`src/rtl/rsl_cfg.svh`:
```
// Constants for the reset strap latch and decoder.
// Assumes a single core clock domain; included by bare name.
`ifndef RSL_CFG_SVH
`define RSL_CFG_SVH

`define RSL_NUM_PORTS      6
`define RSL_LEVEL_W        3
// Sensed resistor level codes from the analog front end
`define RSL_LVL_200K_DOWN  3'h0
`define RSL_LVL_200K_UP    3'h1
`define RSL_LVL_10K_DOWN   3'h2
`define RSL_LVL_10K_UP     3'h3
`define RSL_LVL_10R_DOWN   3'h4
`define RSL_LVL_10R_UP     3'h5
// Reset values of latched state
`define RSL_RST_LEVEL      3'h0
`define RSL_RST_STRAPS     6'h00

`endif

```
`src/rtl/rsl_pkg.sv`:
```
// Types shared by the strap latch files.
// Assumes rsl_cfg.svh supplies the numeric constants.
package rsl_pkg;

	typedef enum logic [2:0]
	{
		RSL_MODE_BRIDGE_MASTER,
		RSL_MODE_CONFIG_SLAVE,
		RSL_MODE_RSVD3,
		RSL_MODE_RSVD4,
		RSL_MODE_RSVD5,
		RSL_MODE_RSVD6
	} rsl_mode_t;

	typedef enum logic [1:0]
	{
		RSL_ST_HELD,
		RSL_ST_CAPTURE,
		RSL_ST_LOCKED
	} rsl_state_t;

endpackage

```
`src/rtl/rsl_sync3.sv`:
```
// Three-stage synchroniser for pin inputs with agreement filter.
// Assumes inputs are asynchronous to i_clk.
`timescale 1ns/1ps
`include "rsl_cfg.svh"

module rsl_sync3
#(
	parameter int W = 1
)
(
	// Clock
	input  wire logic         i_clk,
	input  wire logic         i_sys_rst,
	input  wire logic         i_ce,
	// Data
	input  wire logic [W-1:0] i_async,
	output logic      [W-1:0] o_sync
);

	logic [W-1:0] s1_reg;
	logic [W-1:0] s2_reg;
	logic [W-1:0] s3_reg;
	logic [W-1:0] o_sync_next;

	// A bit changes only when the second and third stages agree
	genvar g;
	generate
		for (g = 0; g < W; g++)
		begin : g_bit
			assign o_sync_next[g] = (s2_reg[g] == s3_reg[g]) ? s3_reg[g] : o_sync[g];
		end
	endgenerate

	always_ff @(posedge i_clk)
	begin
		if (i_sys_rst)
		begin
			s1_reg <= '0;
			s2_reg <= '0;
			s3_reg <= '0;
			o_sync <= '0;
		end
		else if (i_ce)
		begin
			s1_reg <= i_async;
			s2_reg <= s1_reg;
			s3_reg <= s2_reg;
			o_sync <= o_sync_next;
		end
	end

endmodule

```
`src/rtl/rsl_strap_latch.sv`:
```
// Strap latch and decoder: captures configuration straps at reset release.
// Assumes strap levels are settled before release and POR is a pin input.
`timescale 1ns/1ps
`include "rsl_cfg.svh"

module rsl_strap_latch
#(
	parameter int NP = `RSL_NUM_PORTS,
	parameter int LW = `RSL_LEVEL_W
)
(
	// Clock and reset
	input  wire logic              i_clk,
	input  wire logic              i_sys_rst,
	input  wire logic              i_ce,
	// Reset sources from pins
	input  wire logic              i_por_n,
	input  wire logic              i_chip_rst_n,
	// Strap pins
	input  wire logic [LW-1:0]     i_mode_strap_level,
	input  wire logic [NP-1:0]     i_port_dplus_off_strap,
	input  wire logic [NP-1:0]     i_port_dminus_off_strap,
	// Reset and status
	output logic                   o_core_rst,
	output logic                   o_straps_valid,
	// Decoded mode
	output rsl_pkg::rsl_mode_t     o_mode,
	output logic                   o_bridge_master_setting,
	output logic                   o_config_slave_setting,
	output logic                   o_mode_reserved,
	// Per-port results
	output logic [NP-1:0]          o_dplus_disabled,
	output logic [NP-1:0]          o_dminus_disabled,
	output logic [NP-1:0]          o_usb2_port_disabled,
	output logic [NP-1:0]          o_ss_port_disabled
);

	localparam int SW = LW + 2 * NP + 2;

	// ==========================================================
	// Pin synchronisation
	// ==========================================================
	logic [SW-1:0] pins_async;
	logic [SW-1:0] pins_sync;

	assign pins_async = {i_por_n, i_chip_rst_n, i_mode_strap_level,
		i_port_dplus_off_strap, i_port_dminus_off_strap};

	rsl_sync3 #(.W(SW)) u_sync
	(
		.i_clk     (i_clk),
		.i_sys_rst (i_sys_rst),
		.i_ce      (i_ce),
		.i_async   (pins_async),
		.o_sync    (pins_sync)
	);

	wire           rst_active_w;
	wire [LW-1:0]  level_w;
	wire [NP-1:0]  dp_w;
	wire [NP-1:0]  dm_w;

	// Either reset source holds the core
	assign rst_active_w = ~pins_sync[SW-1] | ~pins_sync[SW-2];
	assign level_w      = pins_sync[2*NP +: LW];
	assign dp_w         = pins_sync[NP +: NP];
	assign dm_w         = pins_sync[0 +: NP];

	// ==========================================================
	// Capture sequencer
	// ==========================================================
	rsl_pkg::rsl_state_t state_reg;
	rsl_pkg::rsl_state_t state_next;
	logic [LW-1:0]       level_reg;
	logic [NP-1:0]       dp_reg;
	logic [NP-1:0]       dm_reg;
	wire                 capture_w;

	// Straps are taken only on the first cycle after release
	assign capture_w = (state_reg == rsl_pkg::RSL_ST_CAPTURE);

	always_comb
	begin
		state_next = state_reg;
		unique case (state_reg)
			rsl_pkg::RSL_ST_HELD:
				if (!rst_active_w)
					state_next = rsl_pkg::RSL_ST_CAPTURE;
			rsl_pkg::RSL_ST_CAPTURE:
				state_next = rst_active_w ? rsl_pkg::RSL_ST_HELD : rsl_pkg::RSL_ST_LOCKED;
			rsl_pkg::RSL_ST_LOCKED:
				if (rst_active_w)
					state_next = rsl_pkg::RSL_ST_HELD;
			default:
				state_next = rsl_pkg::RSL_ST_HELD;
		endcase
	end

	always_ff @(posedge i_clk)
	begin
		if (i_sys_rst)
		begin
			state_reg <= rsl_pkg::RSL_ST_HELD;
		end
		else if (i_ce)
		begin
			state_reg <= state_next;
		end
	end

	// Latched copies change only at capture; later pin motion is ignored
	always_ff @(posedge i_clk)
	begin
		if (i_sys_rst)
		begin
			level_reg <= LW'(`RSL_RST_LEVEL);
			dp_reg    <= NP'(`RSL_RST_STRAPS);
			dm_reg    <= NP'(`RSL_RST_STRAPS);
		end
		else if (i_ce && capture_w)
		begin
			level_reg <= level_w;
			dp_reg    <= dp_w;
			dm_reg    <= dm_w;
		end
	end

	// ==========================================================
	// Decode
	// ==========================================================
	rsl_pkg::rsl_mode_t mode_w;
	wire [NP-1:0]       port_off_w;

	always_comb
	begin
		mode_w = rsl_pkg::RSL_MODE_RSVD6;
		unique case (level_reg)
			`RSL_LVL_200K_DOWN: mode_w = rsl_pkg::RSL_MODE_BRIDGE_MASTER;
			`RSL_LVL_200K_UP:   mode_w = rsl_pkg::RSL_MODE_CONFIG_SLAVE;
			`RSL_LVL_10K_DOWN:  mode_w = rsl_pkg::RSL_MODE_RSVD3;
			`RSL_LVL_10K_UP:    mode_w = rsl_pkg::RSL_MODE_RSVD4;
			`RSL_LVL_10R_DOWN:  mode_w = rsl_pkg::RSL_MODE_RSVD5;
			// The 10R pull-up code and the unsensed codes fold into the last reserved setting
			default:            mode_w = rsl_pkg::RSL_MODE_RSVD6;
		endcase
	end

	genvar p;
	generate
		for (p = 0; p < NP; p++)
		begin : g_port
			assign port_off_w[p] = dp_reg[p] & dm_reg[p];
		end
	endgenerate

	// ==========================================================
	// Output registers
	// ==========================================================
	// Outputs follow the latched copies after reset, so o_bridge_master_setting is set before the first capture
	always_ff @(posedge i_clk)
	begin
		if (i_sys_rst)
		begin
			o_core_rst              <= 1'b1;
			o_straps_valid          <= 1'b0;
			o_mode                  <= rsl_pkg::RSL_MODE_BRIDGE_MASTER;
			o_bridge_master_setting <= 1'b0;
			o_config_slave_setting  <= 1'b0;
			o_mode_reserved         <= 1'b0;
			o_dplus_disabled        <= NP'(`RSL_RST_STRAPS);
			o_dminus_disabled       <= NP'(`RSL_RST_STRAPS);
			o_usb2_port_disabled    <= NP'(`RSL_RST_STRAPS);
			o_ss_port_disabled      <= NP'(`RSL_RST_STRAPS);
		end
		else if (i_ce)
		begin
			o_core_rst              <= (state_reg != rsl_pkg::RSL_ST_LOCKED);
			o_straps_valid          <= (state_reg == rsl_pkg::RSL_ST_LOCKED);
			o_mode                  <= mode_w;
			o_bridge_master_setting <= (mode_w == rsl_pkg::RSL_MODE_BRIDGE_MASTER);
			o_config_slave_setting  <= (mode_w == rsl_pkg::RSL_MODE_CONFIG_SLAVE);
			o_mode_reserved         <= (level_reg > `RSL_LVL_200K_UP);
			o_dplus_disabled        <= dp_reg;
			o_dminus_disabled       <= dm_reg;
			o_usb2_port_disabled    <= port_off_w;
			o_ss_port_disabled      <= port_off_w;
		end
	end
endmodule

```
`config.mk`:
```
export PLATFORM = sky130hd
export DESIGN_NAME = rsl_strap_latch
export DESIGN_NICKNAME = d
export VERILOG_FILES = /design/src/rtl/rsl_pkg.sv /design/src/rtl/rsl_sync3.sv /design/src/rtl/rsl_strap_latch.sv
export VERILOG_INCLUDE_DIRS = /design/src /design/src/rtl
export SDC_FILE = /design/constraint.sdc
export NUM_CORES = 1
export LEC_CHECK = 0
export ABC_CLOCK_PERIOD_IN_PS = 1300
export BUFFER_PORTS_ARGS = -buffer_cell sky130_fd_sc_hd__buf_2
export CORE_ASPECT_RATIO = 1.4
export CORE_MARGIN = 8
export CORE_UTILIZATION = 25
export DETAILED_ROUTE_END_ITERATION = 16
export GPL_TIMING_DRIVEN = 0
export RECOVER_POWER = 100
export SKIP_CTS_REPAIR_TIMING = 1
export SYNTH_ARGS = -nofsm -noshare
export SYNTH_HDL_FRONTEND = slang
export SYNTH_SLANG_ARGS = --single-unit
export TNS_END_PERCENT = 30
```
`constraint.sdc`:
```
create_clock -name i_clk -period 1.3 [get_ports i_clk]
set_input_delay 0.13 -clock i_clk [delete_from_list [all_inputs] [get_ports i_clk]]
set_output_delay 0.13 -clock i_clk [all_outputs]
set_load 0.02 [all_outputs]
```
== After elaboration in Yosys (flattened, before gate mapping) ==
Index checks and enable logic that the tools add are counted.

* Register bits after elaboration: 111
* Bits in latches: 0
* Bits in writable memories: 0
* Bits in read-only memories: 0
* Input port bits: 20
* Output and inout port bits: 32
* Memories: 0

* Add/sub/neg operators: 0
* Multiply operators: 0
* Div/mod/pow operators: 0
* $lt $le $gt $ge: 1
* Equality and inequality tests: 27
* Shift-type cells: 0
* Mux-type cells: 5
* Bitwise operators: 9
* Reduce and logical (&&, ||, !) cells: 22

{| class="wikitable"
|+ Operators with widths
! cell !! number
|-
| $reduce_and A2 Y1 || 17
|-
| $eq A1 B1 Y1 || 17
|-
| $pmux W3 S5 || 1
|-
| $and A1 B1 Y1 || 6
|-
| $eq A3 B1 Y1 const B || 2
|-
| $eq A3 B2 Y1 const B || 2
|-
| $logic_not A3 Y1 || 2
|-
| $mux W2 || 3
|-
| $ne A2 B2 Y1 const B || 3
|-
| $pmux W2 S3 || 1
|-
| $eq A3 B3 Y1 const B || 1
|-
| $gt A3 B1 Y1 const B || 1
|-
| $reduce_and A3 Y1 || 1
|-
| $eq A2 B1 Y1 const B || 1
|-
| $eq A2 B2 Y1 const B || 1
|-
| $logic_not A2 Y1 || 1
|-
| $not A1 Y1 || 2
|-
| $logic_and A1 B1 Y1 || 1
|-
| $or A1 B1 Y1 || 1
|}

== Logic depth before layout (Yosys ltp) ==
Gate-level depths: netlist of run 1.

* Depth in word-level cells: 4
* Gate-level depth with buffers: 5
* Depth with buffers taken out: 2

== By module ==
Synthesis of run 1 repeated with hierarchy kept, for this count alone.

* Cells, all modules: 453
* Area, all modules: 4336.7 um^2

{| class="wikitable"
|+ Modules (own cells, without submodules)
! module !! times used !! cells each !! area each (um^2) !! seq. area each (um^2)
|-
| rsl_sync3 || 1 || 273 || 2710.1 || 1361.3
|-
| rsl_strap_latch || 1 || 180 || 1626.6 || 860.8
|}

== Worst setup path after synthesis of run 1 ==
OpenSTA, ideal clock, no wires.

* Path kind: reg-to-reg
* Start point: reg state_reg[0]
* End point: reg dm_reg[2]
* Data arrival time: 0.984 ns
* Required time: 1.228 ns
* Path slack: 0.244 ns
* Cell stages (with the launch flop): 5
* Path buffers: 2
* Clock period less this slack: 1.056 ns
* Cell sequence: dfxtp_1 -> and3b_1 -> buf_4 -> buf_6 -> mux2i_1

* Cells in the longest elaborated chain, start to end: 2

{| class="wikitable"
|+ RTL lines
! item !! RTL line !! RTL
|-
| start: declaration || rsl_strap_latch.sv:72 || <nowiki>rsl_pkg::rsl_state_t state_reg;</nowiki>
|-
| start signal: assignment || rsl_strap_latch.sv:103 || <nowiki>state_reg <= rsl_pkg::RSL_ST_HELD;</nowiki>
|-
| start signal: assignment || rsl_strap_latch.sv:107 || <nowiki>state_reg <= state_next;</nowiki>
|-
| $eq A2 B1 Y1 || rsl_strap_latch.sv:80 || <nowiki>assign capture_w = (state_reg == rsl_pkg::RSL_ST_CAPTURE);</nowiki>
|-
| $logic_and A1 B1 Y1 || rsl_strap_latch.sv:120 || <nowiki>else if (i_ce && capture_w)</nowiki>
|-
| end signal: assignment || rsl_strap_latch.sv:118 || <nowiki>dm_reg <= NP'(`RSL_RST_STRAPS);</nowiki>
|-
| end signal: assignment || rsl_strap_latch.sv:124 || <nowiki>dm_reg <= dm_w;</nowiki>
|-
| end: declaration || rsl_strap_latch.sv:76 || <nowiki>logic [NP-1:0] dm_reg;</nowiki>
|}

Every way passes these cells.
A chain may end at the register's enable or synchronous reset.

== Worst setup path after layout of run 1 ==
* Start point: reg state_reg[1]
* End point: reg dm_reg[4]

The elaborated chain is that of the path after synthesis.

==> results of run 1 <==
==> power by group through the flow <==
stage	Combinational, uW	Clock [uW]	Sequential, uW
after global placement	440	0	3580
after global routing	466	2850	3510
final	424	2680	3500
after CTS	445	2730	3500
after detailed placement	444	0	3580
after floorplan	307	0	3580
==> per-layer routing <==
layer  routed length (um)  GRT usage [%]  vias up
met3                  436           1.37       10
met1                 4900           11.3     1427
li1                     -              -     1637
met5                    0              0        -
met4                  174           3.98        0
met2                 4910           15.7       53
==> cells in the mapped netlist (all sizes together) <==
master,number
a211oi,2
a21bo,1
a21oi,27
a221oi,1
and3b,2
buf,27
clkbuf,11
dfxtp,111
inv,18
mux2i,79
nand2,1
nand2b,57
nand3,6
nand3b,2
nand4bb,1
nor2,68
nor2b,18
o21ba,1
o21bai,1
o32ai,18
or4b,2
==> worst min path at each step <==
stage	start	end	cells past startpoint
4_1_cts	i_mode_strap_level[1]	u_sync.s1_reg[13]	3
3_3_place_gp	i_port_dminus_off_strap[3]	u_sync.s1_reg[3]	3
3_5_place_dp	i_port_dminus_off_strap[3]	u_sync.s1_reg[3]	3
5_1_grt	i_port_dminus_off_strap[3]	u_sync.s1_reg[3]	3
6_report	i_mode_strap_level[1]	u_sync.s1_reg[13]	3
2_1_floorplan	i_port_dminus_off_strap[0]	u_sync.s1_reg[0]	2
==> cell type report <==
class	count	area share, %
buffer	38	4.25
inverter	18	1.28
sequential	111	42.2
clock buffer	9	4.27
clock inverter	7	1.19
multi-input combinational	287	37.1
tap	240	5.70
timing repair buffer	50	3.97
==> per-stage QoR <==
step / cell area, um2 / TNS, ns
finish: 5270 / 0
global route: 5270 / 0
CTS: 5330 / 0
detailed placement: 5040 / -0.0463
global placement: 5040 / 0
floorplan: 4490 / 0
==> cell usage in the layout (no fill, tap or decap), types with 2 or more instances in the layout <==
cell,Yosys,layout
or4b_1,2,2
nand2b_1,57,57
and3b_1,2,2
clkinv_4,0,3
inv_1,18,18
nand3b_1,2,2
nor2_1,68,68
dfxtp_1,111,110
mux2i_1,79,79
buf_6,8,6
clkbuf_16,0,9
clkbuf_1,11,52
clkbuf_2,0,3
nor2b_1,18,18
a21oi_1,27,27
buf_2,8,19
a211oi_1,2,2
nand3_1,6,6
inv_6,0,2
buf_4,9,8
o32ai_1,18,18
==> worst min-delay path, cell delays in order <==
cell	delay, ns
buf_2	0.07
mux2i_1	0.05
nor2_1	0.07
==> kinds of logic (layout without fill, tap and decap cells) <==
logic type	count (synthesis)	after routing	synth area share (%)
simple gates	157	157	18.3
flops	111	111	49.5
buf+inv	56	122	6.99
mux	79	79	17.6
compound gates	51	51	7.66
==> metrics.cfg, run 1 <==
[worst_setup_path]
cp_max_fo=10
timing.reg2reg.setup_slack_ns=0.11
critPathArrivalTime_ns=1.46
critPathTopFamily=flip-flops
cp-start-kind=flop
r2r-end=dm_reg[4]
r2r-start=state_reg[1]
setup.worst_path.end=dm_reg[4]
path_cells=and3b_1 > buf_4 > buf_6 > mux2i_1
cp-end-kind=flop
crit_cells=4
reg2reg_depth=4
critPathKind=flop to flop
crit_buf_inv=2
crit_start=state_reg[1]
cp_slowest_cell=dfxtp_1
cp.required_ns=1.57
cpPeakStageDelay_ns=0.35

[power]
swShare_pct=24.5
pwr-share-seq_pct=53.0
combPwrFrac_pct=6.4
clkPwrFrac_pct=40.5
p_int_uw=4980
power_density_nw_per_um2=1250
power_uw=6600
netSwitchingPower_uw=1620
peakVddDrop_v=0.000555
p_leak_uw=0.00196

[status]
outcome=finished clean

[job]
maxCapViolCount=0

[finish]
drive_gt1_share_pct=10.6
final_net_count=535
syn_to_final_growth_pct=17.3
multiInputGateArea_um2=1960
ff_latch_area_um2=2220
final_util_pct=29.6
final_cells=760
fill_cells=1857
n_antenna_cell=0

[die]
die_h_um=175
rows=58
core_area_um2=17800
dieArea_um2=22600
pin_count=52
die_w_um=129
start_util_pct=25.3

[clock_tree]
htreeDepth=3
clockBufferDepth=2
tritoncts=done
path_clk_slew_ns=0.08
cts_sinks=111
cts_made_buffers=9
cts-root-buf=clkbuf_16
clock_latency_ns=0.35

[synth]
yosysSeqAreaShare_pct=49.5
ys_ff_latch=111
syn_inst=454
synth_top_cell_by_area=dfxtp_1
avgSynthCellArea_um2=9.90
yosys_warnings=0
yosysTopAreaCellShare_pct=49.5
synth_nets=474
syn_area_um2=4490
ys_types=24
synthTopCellsByArea=dfxtp_1, mux2i_1, nand2b_1

[worst_hold_path]
hold_path.class=input port to flop

[global_routing]
grt_usage_pct=9.28
grt_pass1_wl_mm=16.6
grt_max_degree=21
antenna_found_initial=0
grt-ovfl-total=0
grt_pass1_vias=3058

[detailed_routing]
vias=3127
ant_nets=0
wire_per_inst_um=13.7
drtIter0Drc=131
first_pass_iters=4
wirelength_mm=10.4
via_per_inst=4.11
drc=0

[timing]
finalWorstSetupSlack_ns=0.113
worst_slew_pin_slew_ns=0.607
setup_viol=0
max_clock_freq_ghz=0.842
finClkSkew_ns=0.0109
fin_crit_sh_pct=91.3
slew_headroom_pct=59.6
rsz0062_at_grt=no
drv_slew=0
holdWs_ns=0.00817
hold_viol_final=0
period_minus_slack_ns=1.19

[placed_design]
port-buffer-count=50
place.gp.congestion=0.705
place.detailed.hpwl_mm=7.72
place_inst=744
pre_cts_slack_ns=-0.0144

(Power assumes the default switching activity.)
==> inputs of run 2 (changes only) <==
--- a/config.mk
+++ b/config.mk
@@ -12,6 +12,8 @@
 export CORE_MARGIN = 8
 export CORE_UTILIZATION = 25
+export CTS_BUF_LIST = sky130_fd_sc_hd__clkbuf_16
 export DETAILED_ROUTE_END_ITERATION = 16
 export GPL_TIMING_DRIVEN = 0
+export PLACE_DENSITY = 0.5
 export RECOVER_POWER = 100
 export SKIP_CTS_REPAIR_TIMING = 1
==> constraint.sdc (replaced) <==
create_clock -name i_clk -period 1.3 [get_ports i_clk]
set_input_delay 0.13 -clock i_clk [delete_from_list [all_inputs] [get_ports i_clk]]
set_output_delay 0.13 -clock i_clk [all_outputs]
set_load 0.05 [all_outputs]
==> metrics.cfg, run 2 (synthesis gave the netlist of run 1 again) <==
[status]
outcome=finished clean

[timing]
finClkSkew_ns=0.0118  ; +0.000854 ns
hold_viol_final=0  ; unchanged
finalWorstSetupSlack_ns=0.0826  ; -0.0300 ns
drv_slew=0  ; unchanged
setup_viol=0  ; unchanged
period_minus_slack_ns=1.22  ; +0.0300 ns
slew_headroom_pct=61.7  ; +2.1 points
worst_slew_pin_slew_ns=0.575  ; -0.0313 ns
max_clock_freq_ghz=0.821  ; -2.5%
rsz0062_at_grt=no
finalSetupTns_ns=0  ; unchanged
fin_crit_sh_pct=93.6  ; +2.3 points

[die]
start_util_pct=25.3  ; unchanged
rows=58  ; unchanged
die_w_um=129  ; unchanged
die_h_um=175  ; unchanged
dieArea_um2=22600  ; unchanged
core_area_um2=17800  ; unchanged
pin_count=52  ; unchanged

[power]
combPwrFrac_pct=6.6  ; +0.2 points
p_int_uw=4950  ; -0.76%
netSwitchingPower_uw=1540  ; -5.1%
swShare_pct=23.7  ; -0.81 points
p_leak_uw=0.00206  ; +5.4%
pwr-share-seq_pct=54.0  ; +1.0 points
peakVddDrop_v=0.000607  ; +9.3%
power_uw=6480  ; -1.8%
power_density_nw_per_um2=1230  ; -2.0%
clkPwrFrac_pct=39.4  ; -1.1 points

[global_routing]
grt_usage_pct=9.81  ; +0.53 points
grt_pass1_wl_mm=17.3  ; +4.3%
grt_pass1_vias=3316  ; +8.4%
antenna_found_initial=1  ; +1
grt-ovfl-total=0  ; unchanged
use_met1_pct=10.8  ; -0.51 points
met2_usage_pct=17.2  ; +1.4 points
grt_max_degree=19  ; -9.5%
gr-max-usage-layer=met2
use_met3_pct=2.47  ; +1.1 points

[clock_tree]
cts_made_buffers=9  ; unchanged
cts-root-buf=clkbuf_16
clock_latency_ns=0.35  ; about the same
path_clk_slew_ns=0.08  ; about the same
htreeDepth=3  ; unchanged
clockBufferDepth=2  ; unchanged
tritoncts=done
cts_sinks=111  ; unchanged

[finish]
design_area_um2=5280  ; +0.19%
layout_common_cells=dfxtp_1, mux2i_1, nor2_1, nand2b_1, clkbuf_2
n_antenna_cell=0  ; unchanged
final_net_count=535  ; unchanged
fill_cells=1874  ; +0.92%
final_cells=760  ; unchanged
multiInputGateArea_um2=1960  ; unchanged
drive_gt1_share_pct=16.7  ; +6.2 points
final_common_cell=dfxtp_1
ff_latch_area_um2=2220  ; unchanged
syn_to_final_growth_pct=17.5

[worst_setup_path]
critPathArrivalTime_ns=1.49  ; +0.03 ns
cp-end-kind=flop
cp_slowest_cell=dfxtp_1
cp_max_fo=10  ; unchanged
critPathKind=flop to flop
cp.required_ns=1.57  ; about the same
path_cells=and3b_1 > buf_4 > buf_6 > mux2i_1
reg2reg_depth=4  ; unchanged
cp-start-kind=flop
cpPeakStageDelay_ns=0.35  ; about the same

[detailed_routing]
first_pass_iters=4  ; unchanged
wire_per_inst_um=13.8  ; +0.39%
ant_nets=0  ; unchanged
via_per_inst=4.19  ; +1.8%
wirelength_mm=10.5  ; +0.39%
vias=3183  ; +1.8%
drtIter0Drc=102  ; -22%
drc=0  ; unchanged

[worst_hold_path]
hold_path_depth=3  ; unchanged
hold_path.class=input port to flop

[placed_design]
place.gp.congestion=0.733  ; +4.0%
placed_cell_area_um2=5040  ; unchanged
port-buffer-count=50  ; unchanged
place_inst=744  ; unchanged
pre_cts_slack_ns=-0.000741  ; +0.0137 ns
place.detailed.hpwl_mm=8.19  ; +6.0%

[job]
maxCapViolCount=0  ; unchanged

==> run 2: worst paths after layout <==
path | start | endpoint | slack, ns
max | state_reg[1] | dm_reg[4] | 0.08
min reg2reg | o_bridge_master_setting | o_bridge_master_setting | 0.47
max reg2reg | state_reg[1] | dm_reg[4] | 0.08
min | i_port_dminus_off_strap[2] | u_sync.s1_reg[2] | 0.02
==> run 2: cell type report <==
type                            instances  area share [%]
Multi-Input combinational cell        287            37.1
Sequential cell                       111            42.1
Clock buffer                            9            4.27
Tap cell                              240            5.69
Inverter                               18            1.28
Clock inverter                          7           0.901
Timing Repair Buffer                   50            4.72
Buffer                                 38            3.96
==> run 2: worst max-delay path, delay by kind of cell, from the launching register on <==
family | cells | cell delay, ns
AND/OR/NAND/NOR | 1 | 0.22
flip-flops | 1 | 0.35
multiplexers | 1 | 0.21
buffers and inverters | 2 | 0.36
==> run 2: stage by stage <==
step	hold slack (ns)	util [%]
floorplan	0.277	-
global placement	0.366	28.4
detailed placement	0.376	28.4
CTS	0.00769	29.9
global route	0.0169	29.7
finish	0.0151	29.7
==> run 2: power by group through the flow <==
stage          Combinational, uW  Sequential, uW  Clock (uW)
3_3_place_gp                 444            3580           0
3_5_place_dp                 452            3580           0
5_1_grt                      473            3510        2790
6_report                     426            3500        2550
4_1_cts                      453            3500        2640
2_1_floorplan                307            3590           0
==> run 2: layer usage <==
| layer | up-vias | share of wire [%] |
|---|---|---|
| li1 | 1644 | - |
| met1 | 1474 | 42 |
| met2 | 55 | 51 |
| met3 | 8 | 5.2 |
| met4 | 2 | 1.6 |
| met5 | - | 0.11 |
==> inputs of run 3 (changes only) <==
- RECOVER_POWER: 100 -> 25
==> metrics.cfg, run 3 (synthesis gave the netlist of run 1 again) <==
[worst_setup_path]
cp-end-kind=flop
cp-start-kind=flop
cpPeakStageDelay_ns=0.35  ; about the same
cp_slowest_cell=dfxtp_1
critPathArrivalTime_ns=1.48  ; about the same
cp.required_ns=1.57  ; about the same
critPathKind=flop to flop
cp_max_fo=10  ; unchanged
path_cells=and3b_1 > buf_4 > buf_6 > mux2i_1

[detailed_routing]
first_pass_iters=4  ; unchanged
ant_nets=0  ; unchanged
drc=0  ; unchanged
via_per_inst=4.21  ; +0.57%
wire_per_inst_um=13.8  ; +0.39%
vias=3201  ; +0.57%
wirelength_mm=10.5  ; +0.39%
drtIter0Drc=98  ; -3.9%

[timing]
worst_slew_pin_slew_ns=0.574  ; -0.00163 ns
finalWorstSetupSlack_ns=0.0882  ; +0.00557 ns
drv_slew=0  ; unchanged
fin_crit_sh_pct=93.2  ; -0.43 points
rsz0062_at_grt=no
finClkSkew_ns=0.0118  ; +0.0000350 ns
period_minus_slack_ns=1.21  ; -0.00557 ns
hold_viol_final=0  ; unchanged
max_clock_freq_ghz=0.825  ; +0.46%
setup_viol=0  ; unchanged
slew_headroom_pct=61.8  ; +0.11 points

[power]
pwr-share-seq_pct=54.0  ; about the same
combPwrFrac_pct=6.7  ; about the same
peakVddDrop_v=0.000610  ; +0.56%
power_density_nw_per_um2=1220  ; -0.29%
swShare_pct=23.7  ; about the same
power_uw=6490  ; about the same
netSwitchingPower_uw=1540  ; about the same
clkPwrFrac_pct=39.3  ; about the same
p_int_uw=4950  ; +0.11%
p_leak_uw=0.00210  ; +1.7%

[finish]
final_common_cell=dfxtp_1
ff_latch_area_um2=2220  ; unchanged
drive_gt1_share_pct=16.9  ; +0.19 points
n_antenna_cell=0  ; unchanged
multiInputGateArea_um2=1960  ; unchanged
layout_common_cells=dfxtp_1, mux2i_1, nor2_1, nand2b_1, buf_2
final_net_count=535  ; unchanged
syn_to_final_growth_pct=17.9
fill_cells=1869  ; -0.27%

[placed_design]
place.gp.congestion=0.733  ; unchanged
pre_cts_slack_ns=-0.000741  ; unchanged
port-buffer-count=50  ; unchanged
place.detailed.hpwl_mm=8.19  ; unchanged

[die]
rows=58  ; unchanged
pin_count=52  ; unchanged
dieArea_um2=22600  ; unchanged
die_h_um=175  ; unchanged
die_w_um=129  ; unchanged
core_area_um2=17800  ; unchanged
start_util_pct=25.3  ; unchanged

[global_routing]
grt_max_degree=19  ; unchanged
grt-ovfl-total=0  ; unchanged
antenna_found_initial=1  ; unchanged
grt_pass1_wl_mm=17.3  ; unchanged
grt_pass1_vias=3316  ; unchanged
grt_usage_pct=9.81  ; unchanged

[job]
maxCapViolCount=0  ; unchanged

[clock_tree]
htreeDepth=3  ; unchanged
clock_latency_ns=0.35  ; about the same
tritoncts=done
cts_made_buffers=9  ; unchanged
cts_sinks=111  ; unchanged
path_clk_slew_ns=0.08  ; about the same
clockBufferDepth=2  ; unchanged
cts-root-buf=clkbuf_16

[status]
outcome=finished clean

[worst_hold_path]
hold_path.class=input port to flop

## run 3: critical path: cells and delay by family, from the launching register on
kind | cells | cell delay (ns)
buffers and inverters | 2 | 0.36
and+or+nand+nor | 1 | 0.22
DFF | 1 | 0.35
muxes | 1 | 0.20
## run 3: layer usage
layer | GRT usage, % | routed length (um)
met4 | 4.47 | 185
met1 | 10.8 | 4480
met5 | 0 | 12
met3 | 2.47 | 544
met2 | 17.2 | 5280
## run 3: final timing paths
path / start / to / slack, ns / cells after the start
worst min-delay path: i_port_dminus_off_strap[2] / u_sync.s1_reg[2] / 0.01 / 3
worst max-delay path: state_reg[1] / dm_reg[4] / 0.09 / 4
worst min register to register: o_mode[1] / o_mode[1] / 0.47 / 2
worst max register to register: state_reg[1] / dm_reg[4] / 0.09 / 4
## run 3: layout make-up
cell class / count / share of cell area [%]
clock buffer: 9 / 4.25
multi-input combinational: 287 / 36.9
clock inverter: 7 / 0.897
timing repair buffer: 50 / 4.70
buffer: 38 / 4.32
inverter: 18 / 1.28
tap: 240 / 5.67
sequential: 111 / 42.0
## run 3: power by group through the flow
stage,clock network [uW],logic (uW),registers [uW]
after floorplan,0,307,3590
after global placement,0,444,3580
after detailed placement,0,452,3580
after CTS,2640,453,3500
after global routing,2790,481,3510
final,2550,433,3500
## run 3: through the flow
step | instance area, um2 | TNS [ns] | hold slack (ns) | cells | util, %
2_1_floorplan | 4490 | 0 | 0.277 | 454 | -
3_3_place_gp | 5040 | 0 | 0.366 | 744 | 28.4
3_5_place_dp | 5040 | -0.000741 | 0.376 | 744 | 28.4
4_1_cts | 5320 | 0 | 0.00769 | 760 | 29.9
5_1_grt | 5300 | 0 | 0.0169 | 760 | 29.8
6_report | 5300 | 0 | 0.0143 | 760 | 29.8
